**config.mk**
```make
export PLATFORM = sky130hd
export DESIGN_NAME = two_wire_slave_tx
export DESIGN_NICKNAME = d
export VERILOG_FILES = /design/src/shared/two_wire_pkg.sv /design/src/rtl/byte_fifo.sv /design/src/rtl/pin_sync.sv /design/src/rtl/two_wire_slave_tx.sv
export SDC_FILE = /design/constraint.sdc
export NUM_CORES = 1
export LEC_CHECK = 0
export BUFFER_PORTS_ARGS = -buffer_cell sky130_fd_sc_hd__buf_2
export CAP_MARGIN = 0
export CORE_ASPECT_RATIO = 2
export CORE_MARGIN = 3
export CORE_UTILIZATION = 54
export DETAILED_ROUTE_END_ITERATION = 8
export PLACE_DENSITY = 0.72
export SYNTH_ARGS = -nofsm -noshare
export SYNTH_HDL_FRONTEND = slang
export SYNTH_HIERARCHICAL = 1
export SYNTH_SLANG_ARGS = --single-unit
```
**constraint.sdc**
```tcl
create_clock -name SYS_CLK -period 6.4 [get_ports SYS_CLK]
set_input_delay 1.28 -clock SYS_CLK [delete_from_list [all_inputs] [get_ports SYS_CLK]]
set_output_delay 1.28 -clock SYS_CLK [all_outputs]
set_load 0.1 [all_outputs]
```
**src/shared/two_wire_pkg.sv**
```systemverilog
// Notes on behaviour
// - Outside idle sleep, address match still works, clocked by bus SCL when acks enabled.
// - After a wake-up match, SCL stays low until software clears the done flag.
// - On wake-up the data register need not hold the last bus byte.
// - Status 0xA8 after own address with read acked; ack_enable picks last byte.
// - Status 0xB0 after lost arbitration then own address with read acked.
// - Status 0xB8 after a data byte was sent and acknowledged by master.
// - Status 0xC0 after a data byte got NACK; then not-addressed slave mode.
// - Status 0xC8 when the last byte still gets ACK; then not-addressed mode.
// - Leaving 0xC0/0xC8: ack_enable governs recognition; start request waits for free bus.
// - Status reads 0xF8 whenever the done flag is clear.
// - START or STOP inside a byte or ack bit gives status 0x00 and done.
// - Recovery enters not-addressed mode, clears only stop request, releases both lines.
// - A repeated START keeps bus ownership while the direction changes.
// - Status code sits in bits 7 to 3; the low bits read zero.
// - Own address in upper seven bits; bit 0 enables general call address.
// - While done is set, SCL low period is stretched except in the bus error state; clearing restarts work.
// - After the last byte, further master clocking is ignored so master reads ones.
package two_wire_pkg;
   localparam int DATA_W = 8;
   localparam int FIFO_DEPTH = 16;
   localparam logic [3:0] ADDR_BITS_DONE = 4'h8;
   localparam logic [3:0] ACK_BIT_DONE = 4'h9;
   localparam logic [3:0] TX_BITS_DONE = 4'h8;
   localparam int STATUS_LSB = 3;
   localparam int GCE_BIT = 0;
   localparam logic [6:0] GENERAL_CALL_ADDRESS = 7'h00;
   localparam logic [2:0] PRESCALE_MASKED = 3'h0;
   localparam logic [7:0] ST_OWN_READ = 8'ha8;
   localparam logic [7:0] ST_ARB_LOST_READ = 8'hb0;
   localparam logic [7:0] ST_DATA_ACK = 8'hb8;
   localparam logic [7:0] ST_DATA_NACK = 8'hc0;
   localparam logic [7:0] ST_LAST_ACK = 8'hc8;
   localparam logic [7:0] ST_NO_INFO = 8'hf8;
   localparam logic [7:0] ST_BUS_ERROR = 8'h00;
   localparam logic [1:0] PIN_IDLE = 2'h3;
   localparam logic [7:0] SHIFT_RESET = 8'hff;

   typedef enum logic [2:0] {
      SL_IDLE,
      SL_ADDR,
      SL_ADDR_ACK,
      SL_TX_WAIT,
      SL_TX_BIT,
      SL_TX_ACK,
      SL_DONE_WAIT,
      SL_ERROR
   } slave_state_t;
endpackage

```
**src/rtl/byte_fifo.sv**
```systemverilog
`timescale 1ns/10ps
module byte_fifo #(
   parameter int WIDTH = 8,
   parameter int DEPTH = 16
) (
   input wire logic clk, // Clock.
   input wire logic resetn, // Asynchronous reset, active low.
   input wire logic in_valid, // Writer offers a word.
   output logic in_ready, // Room for a word.
   input wire logic [WIDTH-1:0] in_data, // Word written.
   output logic out_valid, // A word is available.
   input wire logic out_ready, // Reader takes the word.
   output logic [WIDTH-1:0] out_data // Oldest word.
);
   localparam int PW = $clog2(DEPTH);
   localparam logic [PW:0] DEPTH_C = (PW+1)'(DEPTH);

   logic [WIDTH-1:0] mem_reg [DEPTH];
   logic [PW-1:0] wr_reg, wr_next, rd_reg, rd_next;
   logic [PW:0] cnt_reg, cnt_next;
   logic push, pop;

   always_comb begin
      in_ready = (cnt_reg != DEPTH_C);
      out_valid = (cnt_reg != '0);
      push = in_valid && in_ready;
      pop = out_valid && out_ready;
      wr_next = push ? wr_reg + 1'b1 : wr_reg;
      rd_next = pop ? rd_reg + 1'b1 : rd_reg;
      cnt_next = cnt_reg;
      if (push && !pop) begin
         cnt_next = cnt_reg + 1'b1;
      end else if (pop && !push) begin
         cnt_next = cnt_reg - 1'b1;
      end
      out_data = mem_reg[rd_reg];
   end

   always_ff @(posedge clk or negedge resetn) begin
      if (!resetn) begin
         wr_reg <= '0;
         rd_reg <= '0;
         cnt_reg <= '0;
      end else begin
         wr_reg <= wr_next;
         rd_reg <= rd_next;
         cnt_reg <= cnt_next;
      end
   end

   // Storage needs no reset; entries are only read once written.
   always_ff @(posedge clk) begin
      if (push) begin
         mem_reg[wr_reg] <= in_data;
      end
   end
endmodule // byte_fifo

```
**src/rtl/pin_sync.sv**
```systemverilog
`timescale 1ns/10ps
module pin_sync #(
   parameter int WIDTH = 2
) (
   input wire logic clk, // Sampling clock.
   input wire logic resetn, // Asynchronous reset, active low.
   input wire logic [WIDTH-1:0] pin_in, // Raw pins from outside the domain.
   output logic [WIDTH-1:0] pin_out // Filtered level, changes when stages two and three agree.
);
   logic [WIDTH-1:0] s1_reg, s2_reg, s3_reg, stable_reg;
   logic [WIDTH-1:0] stable_next;

   always_comb begin
      stable_next = (~(s2_reg ^ s3_reg) & s3_reg) | ((s2_reg ^ s3_reg) & stable_reg);
   end

   // Pins idle high, so reset to all ones to avoid a fake edge at release.
   always_ff @(posedge clk or negedge resetn) begin
      if (!resetn) begin
         s1_reg <= '1;
         s2_reg <= '1;
         s3_reg <= '1;
         stable_reg <= '1;
      end else begin
         s1_reg <= pin_in;
         s2_reg <= s1_reg;
         s3_reg <= s2_reg;
         stable_reg <= stable_next;
      end
   end

   assign pin_out = stable_reg;
endmodule // pin_sync

```
**src/rtl/two_wire_slave_tx.sv**
```systemverilog
`timescale 1ns/10ps
module two_wire_slave_tx (
   input wire logic SYS_CLK, // System clock, 200 MHz.
   input wire logic RESETN, // Asynchronous reset, active low.
   input wire logic SCL_IN, // Bus clock line level.
   output logic SCL_OUT, // Bus clock drive value, always low.
   output logic SCL_OE, // High while pulling SCL low.
   input wire logic SDA_IN, // Bus data line level.
   output logic SDA_OUT, // Bus data drive value, always low.
   output logic SDA_OE, // High while pulling SDA low.
   input wire logic [7:0] OWN_ADDRESS, // Own slave address, bit 0 general call enable.
   input wire logic CTRL_WR, // Control write strobe, one cycle.
   input wire logic WR_ACK_ENABLE, // Written ack enable.
   input wire logic WR_START_REQUEST, // Written start request.
   input wire logic WR_STOP_REQUEST, // Written stop request.
   input wire logic WR_DONE_CLEAR, // Write one clears the job done flag.
   output logic ACK_ENABLE, // Ack enable bit.
   output logic START_REQUEST, // Start request bit.
   output logic STOP_REQUEST, // Stop request bit.
   output logic JOB_DONE_FLAG, // Done flag, software response expected.
   output logic [7:0] STATUS, // Bus status value.
   output logic [7:0] SHIFT_DATA, // Shift data register contents.
   input wire logic [7:0] TX_DATA, // Byte to send.
   input wire logic TX_VALID, // Byte offered.
   output logic TX_READY, // Buffer has room.
   input wire logic DEEP_SLEEP, // Part is in a sleep mode other than idle.
   output logic WAKE_REQUEST, // Address match seen while asleep.
   input wire logic ARB_LOST, // Master side lost arbitration, one-cycle pulse.
   output logic BUS_BUSY, // Bus owned between START and STOP.
   output logic START_GRANT // Queued start may go, bus is free.
);
   logic [1:0] pins;
   logic scl, sda, scl_d_reg, sda_d_reg;
   logic scl_rise, scl_fall, start_det, stop_det;

   two_wire_pkg::slave_state_t state_reg, state_next;
   logic [3:0] cnt_reg, cnt_next;
   logic [7:0] shift_reg, shift_next;
   logic [7:0] status_reg, status_next;
   logic done_reg, done_next;
   logic ack_en_reg, ack_en_next;
   logic start_req_reg, start_req_next;
   logic stop_req_reg, stop_req_next;
   logic last_reg, last_next;
   logic nack_reg, nack_next;
   logic arb_reg, arb_next;
   logic wake_reg, wake_next;
   logic busy_reg, busy_next;
   logic sda_low_reg, sda_low_next;
   logic scl_low_reg, scl_low_next;
   logic done_clr, illegal_pos;
   logic fifo_valid, fifo_pop;
   logic [7:0] fifo_data;

   function automatic logic addr_match(input logic [6:0] addr, input logic [7:0] own);
      addr_match = (addr == own[7:1]) ||
                   ((addr == two_wire_pkg::GENERAL_CALL_ADDRESS) && own[two_wire_pkg::GCE_BIT]);
   endfunction

   pin_sync #(
      .WIDTH(2)
   ) u_sync (
      .clk(SYS_CLK),
      .resetn(RESETN),
      .pin_in({SCL_IN, SDA_IN}),
      .pin_out(pins)
   );

   byte_fifo #(
      .WIDTH(two_wire_pkg::DATA_W),
      .DEPTH(two_wire_pkg::FIFO_DEPTH)
   ) u_fifo (
      .clk(SYS_CLK),
      .resetn(RESETN),
      .in_valid(TX_VALID),
      .in_ready(TX_READY),
      .in_data(TX_DATA),
      .out_valid(fifo_valid),
      .out_ready(fifo_pop),
      .out_data(fifo_data)
   );

   assign scl = pins[1];
   assign sda = pins[0];

   always_comb begin
      scl_rise = scl && !scl_d_reg;
      scl_fall = !scl && scl_d_reg;
      start_det = scl && scl_d_reg && sda_d_reg && !sda;
      stop_det = scl && scl_d_reg && !sda_d_reg && sda;
   end

   always_ff @(posedge SYS_CLK or negedge RESETN) begin
      if (!RESETN) begin
         scl_d_reg <= 1'b1;
         sda_d_reg <= 1'b1;
      end else begin
         scl_d_reg <= scl;
         sda_d_reg <= sda;
      end
   end

   always_comb begin
      state_next = state_reg;
      cnt_next = cnt_reg;
      shift_next = shift_reg;
      status_next = status_reg;
      done_next = done_reg;
      ack_en_next = ack_en_reg;
      start_req_next = start_req_reg;
      stop_req_next = stop_req_reg;
      last_next = last_reg;
      nack_next = nack_reg;
      arb_next = arb_reg;
      wake_next = wake_reg;
      busy_next = busy_reg;
      sda_low_next = sda_low_reg;
      fifo_pop = 1'b0;

      if (CTRL_WR) begin
         ack_en_next = WR_ACK_ENABLE;
         start_req_next = WR_START_REQUEST;
         stop_req_next = WR_STOP_REQUEST;
      end
      done_clr = CTRL_WR && WR_DONE_CLEAR && done_reg;
      if (done_clr) begin
         done_next = 1'b0;
         wake_next = 1'b0;
      end
      // A repeated START leaves busy set, so ownership is never handed back mid-sequence.
      if (start_det) begin
         busy_next = 1'b1;
      end else if (stop_det) begin
         busy_next = 1'b0;
      end

      case (state_reg)
         two_wire_pkg::SL_IDLE: begin
            // Not addressed: clocks are ignored, only a START is looked for.
            if (start_det) begin
               state_next = two_wire_pkg::SL_ADDR;
               cnt_next = 4'h0;
            end
         end
         two_wire_pkg::SL_ADDR: begin
            // The address is shifted into the data register, which overwrites its byte.
            if (scl_rise) begin
               shift_next = {shift_reg[6:0], sda};
               cnt_next = cnt_reg + 4'h1;
            end else if (scl_fall && cnt_reg == two_wire_pkg::ADDR_BITS_DONE) begin
               if (ack_en_reg && shift_reg[0] && addr_match(shift_reg[7:1], OWN_ADDRESS)) begin
                  state_next = two_wire_pkg::SL_ADDR_ACK;
                  sda_low_next = 1'b1;
               end else begin
                  state_next = two_wire_pkg::SL_IDLE;
                  arb_next = 1'b0;
               end
            end
         end
         two_wire_pkg::SL_ADDR_ACK: begin
            if (scl_rise) begin
               cnt_next = cnt_reg + 4'h1;
            end else if (scl_fall && cnt_reg == two_wire_pkg::ACK_BIT_DONE) begin
               sda_low_next = 1'b0;
               done_next = 1'b1;
               // Wake is raised after the ack clock, so the SCL hold cannot stall that clock.
               wake_next = DEEP_SLEEP;
               status_next = arb_reg ? two_wire_pkg::ST_ARB_LOST_READ
                                     : two_wire_pkg::ST_OWN_READ;
               arb_next = 1'b0;
               state_next = two_wire_pkg::SL_TX_WAIT;
            end
         end
         two_wire_pkg::SL_TX_WAIT: begin
            // An empty buffer keeps the state waiting, but SCL is released once the done flag is clear.
            if (!done_reg && !wake_reg && fifo_valid) begin
               fifo_pop = 1'b1;
               shift_next = fifo_data;
               last_next = !ack_en_reg;
               cnt_next = 4'h0;
               sda_low_next = !fifo_data[7];
               state_next = two_wire_pkg::SL_TX_BIT;
            end
         end
         two_wire_pkg::SL_TX_BIT: begin
            if (scl_rise) begin
               cnt_next = cnt_reg + 4'h1;
            end else if (scl_fall) begin
               if (cnt_reg == two_wire_pkg::TX_BITS_DONE) begin
                  sda_low_next = 1'b0;
                  state_next = two_wire_pkg::SL_TX_ACK;
               end else begin
                  shift_next = {shift_reg[6:0], 1'b1};
                  sda_low_next = !shift_reg[6];
               end
            end
         end
         two_wire_pkg::SL_TX_ACK: begin
            if (scl_rise) begin
               nack_next = sda;
               cnt_next = cnt_reg + 4'h1;
            end else if (scl_fall && cnt_reg == two_wire_pkg::ACK_BIT_DONE) begin
               done_next = 1'b1;
               if (nack_reg) begin
                  status_next = two_wire_pkg::ST_DATA_NACK;
                  state_next = two_wire_pkg::SL_DONE_WAIT;
               end else if (last_reg) begin
                  status_next = two_wire_pkg::ST_LAST_ACK;
                  state_next = two_wire_pkg::SL_DONE_WAIT;
               end else begin
                  status_next = two_wire_pkg::ST_DATA_ACK;
                  state_next = two_wire_pkg::SL_TX_WAIT;
               end
            end
         end
         two_wire_pkg::SL_DONE_WAIT: begin
            // Recognition later follows ack enable; a queued start waits in START_GRANT.
            if (done_clr) begin
               state_next = two_wire_pkg::SL_IDLE;
            end
         end
         two_wire_pkg::SL_ERROR: begin
            if (done_clr && stop_req_next) begin
               state_next = two_wire_pkg::SL_IDLE;
               stop_req_next = 1'b0;
               sda_low_next = 1'b0;
            end
         end
         default: begin
            state_next = two_wire_pkg::SL_IDLE;
         end
      endcase

      // Set after the state logic, so a new loss wins over a clear in the same cycle.
      if (ARB_LOST) begin
         arb_next = 1'b1;
      end

      illegal_pos = ((state_reg == two_wire_pkg::SL_ADDR) && (cnt_reg != 4'h0)) ||
                    (state_reg == two_wire_pkg::SL_ADDR_ACK) ||
                    (state_reg == two_wire_pkg::SL_TX_BIT) ||
                    (state_reg == two_wire_pkg::SL_TX_ACK);
      if ((start_det || stop_det) && illegal_pos) begin
         state_next = two_wire_pkg::SL_ERROR;
         status_next = two_wire_pkg::ST_BUS_ERROR;
         done_next = 1'b1;
         sda_low_next = 1'b0;
      end else if (start_det && state_reg != two_wire_pkg::SL_ERROR) begin
         state_next = two_wire_pkg::SL_ADDR;
         cnt_next = 4'h0;
         sda_low_next = 1'b0;
      end else if (stop_det && state_reg != two_wire_pkg::SL_ERROR) begin
         state_next = two_wire_pkg::SL_IDLE;
         sda_low_next = 1'b0;
      end

      // The bus error state releases SCL so that a stuck bus can be recovered.
      scl_low_next = (done_next || wake_next) &&
                     (state_next != two_wire_pkg::SL_ERROR);
   end

   always_ff @(posedge SYS_CLK or negedge RESETN) begin
      if (!RESETN) begin
         state_reg <= two_wire_pkg::SL_IDLE;
         cnt_reg <= 4'h0;
         shift_reg <= two_wire_pkg::SHIFT_RESET;
         status_reg <= two_wire_pkg::ST_NO_INFO;
         done_reg <= 1'b0;
         ack_en_reg <= 1'b0;
         start_req_reg <= 1'b0;
         stop_req_reg <= 1'b0;
         last_reg <= 1'b0;
         nack_reg <= 1'b0;
         arb_reg <= 1'b0;
         wake_reg <= 1'b0;
         busy_reg <= 1'b0;
         sda_low_reg <= 1'b0;
         scl_low_reg <= 1'b0;
      end else begin
         state_reg <= state_next;
         cnt_reg <= cnt_next;
         shift_reg <= shift_next;
         status_reg <= status_next;
         done_reg <= done_next;
         ack_en_reg <= ack_en_next;
         start_req_reg <= start_req_next;
         stop_req_reg <= stop_req_next;
         last_reg <= last_next;
         nack_reg <= nack_next;
         arb_reg <= arb_next;
         wake_reg <= wake_next;
         busy_reg <= busy_next;
         sda_low_reg <= sda_low_next;
         scl_low_reg <= scl_low_next;
      end
   end

   assign SCL_OUT = 1'b0;
   assign SDA_OUT = 1'b0;
   assign SCL_OE = scl_low_reg;
   assign SDA_OE = sda_low_reg;
   assign ACK_ENABLE = ack_en_reg;
   assign START_REQUEST = start_req_reg;
   assign STOP_REQUEST = stop_req_reg;
   assign JOB_DONE_FLAG = done_reg;
   assign SHIFT_DATA = shift_reg;
   assign WAKE_REQUEST = wake_reg;
   assign BUS_BUSY = busy_reg;
   assign START_GRANT = start_req_reg && !busy_reg;
   // Low three bits are the masked prescaler field.
   assign STATUS = done_reg ? {status_reg[7:two_wire_pkg::STATUS_LSB],
                               two_wire_pkg::PRESCALE_MASKED}
                            : two_wire_pkg::ST_NO_INFO;
endmodule // two_wire_slave_tx

```
* Yosys cells after proc, flatten, opt, wreduce, memory -nomap -nowiden
Memories as Yosys holds them, arrays and structs flattened.
Index checks and enable logic that the tools add are counted.
** Word-level totals
- Output and inout bits :: 28
- Bits in registers :: 57
- Logic and storage cells :: 215
- RAM bits :: 128
- Memories :: 1
** Operators by class
- Multiplexer cells :: 81
- Equality and inequality tests :: 36
- Reduce and logical (&&, ||, !) cells :: 63
- $add $sub $neg :: 5
- Bitwise gates (word level) :: 5
** Memories
- u_fifo.mem_reg :: depth 16, bits a word 8, rd ports 1, clocked after Yosys merged registers in 0, write ports 1, RTL line byte_fifo.sv:18 : logic [WIDTH-1:0] mem_reg [DEPTH];
** Operators with widths (number)
- $mux 8 :: 11
- $mux 3 :: 18
- $mux 1 :: 35
- $ne 5x2->1 const B :: 7
- $logic_and 1x1->1 :: 27
- $pmux 3 s8 :: 1
- $pmux 8 s3 :: 1
- $ne 3x3->1 const B :: 7
- $mux 4 :: 5
- $pmux 8 s2 :: 1
- $mux 5 :: 3
- $ne 5x5->1 const B :: 3
- $mux 7 :: 2
- $add 4x1->4 const B :: 3
- $eq 3x3->1 const B :: 4
- $logic_not 1->1 :: 12
- $ne 3x2->1 const B :: 4
- $pmux 4 s3 :: 1
- $reduce_and 6->1 :: 2
- $ne 2x2->1 const B :: 5
- $reduce_and 10->1 :: 1
- $reduce_bool 3->1 :: 3
- $eq 4x4->1 const B :: 2
- $reduce_bool 8->1 :: 1
- 22 further kinds :: 31

* Longest topological paths before layout
Gate-level depths: netlist of run 1.
- Depth in word-level cells :: 13
- Mapped depth :: 12
- Depth with buffers taken out :: 12

* Hierarchy
Netlist of run 1, hierarchy kept.
** By module, submodules not included
- byte_fifo :: area an instance 5770.5 µm², times used 1, cells each 318
- two_wire_slave_tx :: area an instance 2132.0 µm², times used 1, cells each 233
- pin_sync :: area an instance 232.7 µm², times used 1, cells each 10

* Least setup slack after synthesis of run 1
No wires, ideal clock.
- Path type :: reg2out
- From :: register start_req_reg (netlist: START_REQUEST)
- To :: output START_GRANT
- Data required time :: 5120 ps
- Setup slack :: 2761 ps
- Path buffers :: 0
- Data arrival time :: 2359 ps
- Cell stages (with the launch flop) :: 2
- Cells stage by stage :: dfrtp_1 > nor2b_1
** Between the ends
- Cells in the longest elaborated chain, start to end :: 1
** RTL lines
- start: declaration :: RTL line two_wire_slave_tx.sv:42 : logic start_req_reg, start_req_next;
- start signal: assignment :: RTL line two_wire_slave_tx.sv:286 : start_req_reg <= start_req_next;
- $logic_and 1x1->1 :: RTL line two_wire_slave_tx.sv:309 : assign START_GRANT = start_req_reg && !busy_reg;
- end: declaration :: RTL line two_wire_slave_tx.sv:30 : output logic START_GRANT
No other way between the ends.

* Final worst setup path of run 1
- From :: register state_reg[1]
- To :: register u_fifo.cnt_reg[4]
** Between the ends
- Cells in the longest elaborated chain, start to end :: 6
- Elaborated cells between the ends (all ways) :: 8
- Classes of those cells :: 1 x eq/ne; 2 x mux; 5 x reduce/logical
** RTL lines
- start: declaration :: RTL line two_wire_slave_tx.sv:36 : two_wire_pkg::slave_state_t state_reg, state_next;
- start signal: assignment :: RTL line two_wire_slave_tx.sv:264 : state_reg <= two_wire_pkg::SL_IDLE;
- start signal: assignment :: RTL line two_wire_slave_tx.sv:280 : state_reg <= state_next;
- $eq 3x2->1 * :: RTL line two_wire_slave_tx.sv:137 : case (state_reg)
- $mux 1 * :: RTL line two_wire_slave_tx.sv:137
- named net fifo_pop :: RTL line two_wire_slave_tx.sv:52 : logic fifo_valid, fifo_pop;
- $logic_and 1x1->1 * :: RTL line byte_fifo.sv:27 : pop = out_valid && out_ready;
- $logic_not 1->1 :: RTL line byte_fifo.sv:31 : if (push && !pop) begin
- $logic_and 1x1->1 :: RTL line byte_fifo.sv:31
- $mux 5 / $reduce_bool 2->1 (equally long branches)
- end signal: assignment :: RTL line byte_fifo.sv:47 : cnt_reg <= cnt_next;
- end: declaration :: RTL line byte_fifo.sv:20 : logic [PW:0] cnt_reg, cnt_next;
The timed path passes the listed nets; every way through them passes the cells marked *.
A chain may end at the register's enable or synchronous reset.

==> results by group, run 1 <==
Route
  • Vias per cell: 5.96
  • Drt first pass iters: 4
  • Routed wire length: 18300 µm
  • Post-route DRC violation count: 0
  • Final ANT Viol Nets: 0
  • Iter 0 DRT Violations: 294
  • Vias: 4828
  • Per-cell routed wire length: 22.6 µm

Clock network
  • Root buf cell: clkbuf_16
  • Clock slew at the register clock pins of the worst setup and hold paths: 0.07 ns
  • Post-CTS setup buffer count: 0
  • Num CTS Buffers: 17
  • Clock Tree Buf Depth: 2
  • Clock Sink Count: 182
  • Hold-fix buffers, CTS: 0
  • Post-CTS sizing: 0
  • Clk_lat worst skew: 0.42 ns
  • H-tree depth: 4
  • TritonCTS clock tree: yes

Place
  • Detailed placer's ending HPWL: 13200 µm
  • Number of port buffers: 50
  • RD Place Congestion: 0.952

Power and ir drop
  • Clock power share: 24.3%
  • Comb power frac: 36.3%
  • Tot Pwr: 4.25 mW
  • Register share of total power: 39.4%
  • Static leakage: 3.34 nW
  • Pwr Density: 469 nW/µm²
  • Switching Power: 1.74 mW
  • Sw Share: 40.9%
  • Int Pwr: 2.51 mW
  • Maximum VDD drop: 0.236 mV

Die
  • Die width: 92.8 µm
  • Core Region: 14600 µm²
  • I/O Pins: 56
  • Total die area: 16700 µm²
  • Die height: 180 µm
  • Initial Util: 55.8%
  • Row count: 62

Run
  • Maxcap violations: 0

Timing
  • Layout Skew: 0.0102 ns
  • Worst-margin pin slew: 1.12 ns
  • Final setup TNS: 0 ns
  • Fin crit share: 53.3%
  • Fin. Hold Viols: 0
  • Min Tclk post-route: 3.41 ns
  • RSZ-0062 raised after global routing: no
  • Fmax: 293 MHz
  • Slew Viols, Final: 0
  • Final setup viols: 0
  • Slew Limit Headroom: 25.0%

Synth
  • Cell Area, Synth: 8140 µm²
  • Ys Warns: 6
  • Sequential fraction of the synthesis area: 64.2%
  • FF+latch count, synth: 182
  • Post-synth cell types: 69
  • Post-Syn Instances: 561
  • Synth Area per Inst: 14.5 µm²
  • Post-synth EDFFs: 128
  • Leading area contributor after synthesis: edfxtp_1
  • Top-area cell type share of the netlist area: 47.2%
  • Synth top area cells: edfxtp_1 (47%), dfrtp_1 (9.5%), dfstp_2 (7.4%)
  • Ys async rst share: 29.7%
  • Top FF cell, synth: edfxtp_1

Layout
  • Diode count: 0
  • Area taken by flip-flops and latches: 5230 µm²
  • Fill count: 1147
  • Layout overhead on the synthesized area: 11.4%
  • Nets: 646
  • Layout cell share with drive strength beyond 1: 25.9%
  • Commonest non-fill, non-tap cells in the layout: edfxtp_1 (128), buf_2 (50), nand2_1 (47)
  • Area of the multi-input gates: 2660 µm²
  • Most common cell after layout, fill and taps aside: edfxtp_1
  • Largest register FFs: 128

Worst hold path
  • Worst min path class: reg -> reg
  • Hold path startpoint: u_sync/s1_reg[1]

Critical path
  • WP data arrival: 3.76 ns
  • Reg-to-Reg Start: state_reg[1]
  • Crit end category: flip-flop
  • Crit path max fanout: 22
  • Element type at the critical path start: flip-flop
  • WS Path Type: reg -> reg
  • CP Launch Point: state_reg[1]
  • Critical Path RT: 6.74 ns

GRT
  • Largest net degree at the start of global routing: 55
  • Global route overflow: 0
  • Vias in the first global route: 5163
  • Tot GR Track Use: 22.9%
  • Initial antenna violation count: 0
  • Global-route wire length before repair: 28600 µm

Status
  • Status: finished, final reports clean
path summary, 6_finish.rpt:
path                                     endpoint  slack (ns)  cells past startpoint
worst max register to register  u_fifo/cnt_reg[4]        2.99                     10
min in group asynchronous        u_fifo/wr_reg[3]        0.99                      2
worst min-delay path             u_sync/s2_reg[1]        0.36                      0
worst max-delay path            u_fifo/cnt_reg[4]        2.99                     10
worst min register to register   u_sync/s2_reg[1]        0.36                      0
max in group asynchronous        u_fifo/rd_reg[0]        4.88                      2
area by class of cell:
class / count / share of cell area, %
flip-flops and latches: 182 / 57.7
multi-input cells: 339 / 29.4
clock buffers: 17 / 4.69
repair buffers: 54 / 3.09
well taps: 192 / 2.65
clock inverters: 15 / 2.10
inverters: 11 / 0.456
worst max-delay path, stage by stage, from the launching register on:
cell      delay, ns
dfrtp_1        0.79
nand3b_1       0.54
nor2_2         0.39
nand2_1        0.17
ha_1           0.23
inv_1          0.17
ha_1           0.30
a21o_1         0.18
a21oi_1        0.20
mux2i_1        0.24
xnor2_1        0.13
metrics by stage:
step / hold slack, ns / cells / worst slack (ns) / area [µm²] / utilization [%]
after CTS: 0.358 / 810 / 2.99 / 9060 / 62.1
after global routing: 0.356 / 810 / 2.71 / 9060 / 62.1
after floorplan: 0.345 / 565 / 2.76 / 8150 / -
after global placement: 0.348 / 778 / 3.11 / 8450 / 57.9
final: 0.357 / 810 / 2.99 / 9060 / 62.1
after detailed placement: 0.349 / 778 / 3.00 / 8450 / 57.9
metal layers:
layer	global-route usage [%]	wire length (µm)	part of all wire, %
met1	23.0	6080	33
met2	43.9	10700	59
met3	2.93	520	2.8
met4	12.7	967	5.3
met5	0	0	0
power groups by stage:
| stage | logic (mW) | registers, mW | clock network [mW] |
|---|---|---|---|
| 2_1_floorplan | 1.04 | 1.86 | 0 |
| 3_3_place_gp | 1.51 | 1.68 | 0 |
| 3_5_place_dp | 1.54 | 1.70 | 0 |
| 4_1_cts | 1.55 | 1.67 | 1.06 |
| 5_1_grt | 1.65 | 1.70 | 1.10 |
| 6_report | 1.54 | 1.68 | 1.03 |
synth_stat cells (2+ instances only):
master	instances
buf_4	9
a21oi_1	19
and2_1	2
dfstp_2	23
clkbuf_1	7
nor2_1	30
and3_1	2
mux2i_1	34
buf_6	8
buf_2	6
inv_1	11
nand4_1	2
maj3_2	2
nor4_1	3
xor2_1	8
dfrtp_1	31
a21o_1	5
nor2b_1	3
o21ai_0	24
mux4_2	16
a311oi_1	3
a22oi_1	8
xnor2_1	11
buf_1	3
a31oi_1	4
a221oi_1	14
o311ai_0	2
ha_1	12
nand3_1	4
o22ai_1	3
nor3_1	8
edfxtp_1	128
a221oi_2	2
nand3b_1	2
nand2_1	47
a311o_1	2
mux2_2	21
nand2b_1	11
cell families after synthesis:
| family | synth area share, % |
|---|---|
| adders and majority gates | 2.37 |
| buffers and inverters | 3.28 |
| muxes | 11.5 |
| and+or+nand+nor | 8.18 |
| other | 0.0461 |
| xor gates and xnor gates | 2.05 |
| DFF | 64.2 |
| AOI/OAI and AO/OA | 8.35 |
Power figures use the tool's default switching activity.
==> inputs of run 2 (changes only) <==
--- a/config.mk
+++ b/config.mk
@@ -5,6 +5,7 @@
 export SDC_FILE = /design/constraint.sdc
 export NUM_CORES = 1
 export LEC_CHECK = 0
+export ABC_AREA = 1
 export BUFFER_PORTS_ARGS = -buffer_cell sky130_fd_sc_hd__buf_2
 export CAP_MARGIN = 0
 export CORE_ASPECT_RATIO = 2
==> constraint.sdc (replaced) <==
create_clock -name SYS_CLK -period 3.22 [get_ports SYS_CLK]
set_input_delay 0.644 -clock SYS_CLK [delete_from_list [all_inputs] [get_ports SYS_CLK]]
set_output_delay 0.644 -clock SYS_CLK [all_outputs]
set_load 0.1 [all_outputs]
==> run 2 against run 1 <==
  * Maximum frequency is 31% higher
  * Register-to-register slack lost 2.4 ns
  * Setup slack lost 2.4 ns
  * Clock skew is 0.0014 ns lower
  * Clock power increased by 90%
  * Global-route usage increased by 0.97 points
  * Final area grew 6.4%
  * Power increased by 95%
  * Core utilization about the same
  * Critical path depth up 4
  * Highest routed layer unchanged
==> results by group, run 2 <==
Timing
  • Min Tclk post-route: 2.60 ns (-0.811 ns)
  • Fin. Hold Viols: 0 (unchanged)
  • Slew Limit Headroom: 42.3% (+17 points)
  • Worst-margin pin slew: 0.862 ns (-0.254 ns)
  • Fin crit share: 80.8% (+27 points)
  • Slew Viols, Final: 0 (unchanged)
  • Fmax: 384 MHz (+31%)
  • Layout Skew: 0.00880 ns (-0.00141 ns)
  • RSZ-0062 raised after global routing: no
  • Final setup TNS: 0 ns (unchanged)
  • Final setup viols: 0 (unchanged)

Layout
  • Layout cell share with drive strength beyond 1: 14.6% (-11 points)
  • Nets: 1029 (+59%)
  • Commonest non-fill, non-tap cells in the layout: nand2_1 (318), edfxtp_1 (128), inv_1 (111)
  • Finished Layout Cells: 1199 (+48%)
  • Diode count: 0 (unchanged)
  • Largest register FFs: 128 (unchanged)
  • Most common cell after layout, fill and taps aside: nand2_1
  • Layout overhead on the synthesized area: 11.3% (about the same)

Critical path
  • WP data arrival: 2.92 ns (-0.84 ns)
  • Crit end category: flip-flop
  • Critical Path RT: 3.54 ns (-3.20 ns)
  • Element type at the critical path start: flip-flop
  • WS Path Type: reg -> reg
  • Crit path max fanout: 6 (-73%)

Die
  • Row count: 64 (+3.2%)
  • Initial Util: 55.8% (about the same)
  • Die width: 95.6 µm (+3.0%)
  • Core Region: 15500 µm² (+6.5%)
  • I/O Pins: 56 (unchanged)
  • Total die area: 17700 µm² (+6.2%)
  • Die height: 185 µm (+3.1%)

Route
  • Iter 0 DRT Violations: 469 (+60%)
  • Drt first pass iters: 5 (+1)
  • Post-route DRC violation count: 0 (unchanged)
  • Per-cell routed wire length: 16.8 µm (-26%)
  • Routed wire length: 20100 µm (+10%)
  • Vias per cell: 5.26 (-12%)
  • Vias: 6305 (+31%)
  • Final ANT Viol Nets: 0 (unchanged)

GRT
  • Largest net degree at the start of global routing: 83 (+51%)
  • Initial antenna violation count: 0 (unchanged)
  • Tot GR Track Use: 23.9% (+0.97 points)
  • Global route overflow: 0 (unchanged)
  • Vias in the first global route: 6110 (+18%)
  • Global-route wire length before repair: 30900 µm (+7.8%)

Place
  • Placed cell count: 1167 (+50%)
  • Detailed placer's ending HPWL: 14600 µm (+11%)
  • RD Place Congestion: 0.935 (-1.8%)
  • Number of port buffers: 50 (unchanged)

Clock network
  • TritonCTS clock tree: yes
  • Root buf cell: clkbuf_16
  • Num CTS Buffers: 17 (unchanged)
  • H-tree depth: 4 (unchanged)
  • Clk_lat worst skew: 0.43 ns (about the same)
  • Post-CTS setup buffer count: 0 (unchanged)
  • Clock Tree Buf Depth: 2 (unchanged)
  • Clock Sink Count: 182 (unchanged)
  • Clock slew at the register clock pins of the worst setup and hold paths: 0.07 ns (about the same)
  • Hold-fix buffers, CTS: 0 (unchanged)
  • Post-CTS sizing: 0 (unchanged)

Synth
  • Ys Warns: 6 (unchanged)
  • Top-area cell type share of the netlist area: 44.4% (-2.9 points)
  • Cell Area, Synth: 8660 µm² (+6.5%)
  • Commonest cells in the netlist: nand2_1 (318), edfxtp_1 (128), inv_1 (111)
  • Sequential fraction of the synthesis area: 60.3% (-3.9 points)
  • Count leader, synth: nand2_1
  • FF+latch count, synth: 182 (unchanged)
  • Post-synth EDFFs: 128 (unchanged)
  • Post-Syn Instances: 933 (+66%)
  • Synth Area per Inst: 9.29 µm² (-36%)
  • Leading area contributor after synthesis: edfxtp_1
  • Top FF cell, synth: edfxtp_1
  • Post-synth cell types: 44 (-36%)
  • Synth top area cells: edfxtp_1 (44%), nand2_1 (14%), dfrtp_1 (9.0%)
  • Ys async rst share: 29.7% (unchanged)

Power and ir drop
  • Tot Pwr: 8.27 mW (+95%)
  • Static leakage: 4.34 nW (+30%)
  • Pwr Density: 857 nW/µm² (+83%)
  • Maximum VDD drop: 0.497 mV (+110%)

Status
  • Status: finished, final reports clean

Worst hold path
  • Worst min path class: in -> reg

Run
  • Maxcap violations: 0 (unchanged)
[run 2: changes by cell type after synthesis, moves of 7 or more]
cell      before  now
a22oi_1        8    0
nand3_1        4   73
inv_1         11  111
a221oi_1      14    0
nand2_1       47  318
xnor2_1       11    4
mux4_2        16    0
nor2_1        30   97
inv_2          0    7
mux2i_1       34    0
mux2_2        21    1
nand2b_1      11    0
[run 2: power by group]
part           total [mW]  switching, mW  internal (mW)
clock                1.96          0.893           1.07
sequential           3.14          0.247           2.89
combinational        3.17           2.34          0.826
[run 2: path summary, 6_finish.rpt]
path | startpoint | slack, ns | endpoint | cells past startpoint
worst max-delay path | u_fifo/cnt_reg[1] | 0.62 | u_fifo/cnt_reg[4] | 14
worst min-delay path | SCL_IN | 0.31 | u_sync/s1_reg[1] | 1
worst max register to register | u_fifo/cnt_reg[1] | 0.62 | u_fifo/cnt_reg[4] | 14
worst min register to register | u_sync/s1_reg[1] | 0.36 | u_sync/s2_reg[1] | 0
max in group asynchronous | RESETN | 2.13 | u_sync/s1_reg[1] | 2
min in group asynchronous | RESETN | 0.32 | last_reg | 1
[run 2: critical path, cell delays in order (launching register included)]
cell and delay (ns):
dfrtp_1 0.43, nor2_1 0.24, nand4_1 0.23, nand2_1 0.25, nor2_8 0.07, nand2_2 0.13
ha_1 0.19, inv_1 0.11, fa_1 0.40, nand2_1 0.10, nand3_1 0.09, nand3_1 0.09
nand2_1 0.06, nand2_1 0.06, nand2_1 0.05
[run 2: layout make-up]
type	count	area, µm²
Tap cell	198	248
Clock inverter	14	126
Sequential cell	182	5230
Timing Repair Buffer	62	365
Multi-Input combinational cell	605	2800
Inverter	120	453
Clock buffer	18	429
Fill cell	1350	5890
[run 2: metal layers]
metal  wire, µm  track usage [%]
met2      11700             46.4
met3        679             3.98
met5          0                0
met4        995             13.1
met1       6780             22.7
[run 2: cells by family (layout without fill, tap and decap cells)]
kind of cell	count (synthesis)	count (layout)	synth area share, %
other	1	5	0.0433
and+or+nand+nor	516	516	24.6
adders and majority gates	13	13	1.96
AOI/OAI and AO/OA	62	62	4.55
xor gates and xnor gates	8	8	0.809
muxes	1	1	0.130
buffers and inverters	150	214	7.57
DFF	182	182	60.3
[run 2: through the flow]
step                hold slack (ns)  setup slack, ns  cell area, µm²  utilization, %
finish                        0.313            0.619            9650            62.1
global route                  0.291            0.393            9650            62.1
CTS                           0.298            0.614            9650            62.1
detailed placement            0.349            0.654            9090            58.5
global placement              0.346            0.719            9090            58.5
floorplan                     0.345            0.270            8680               -
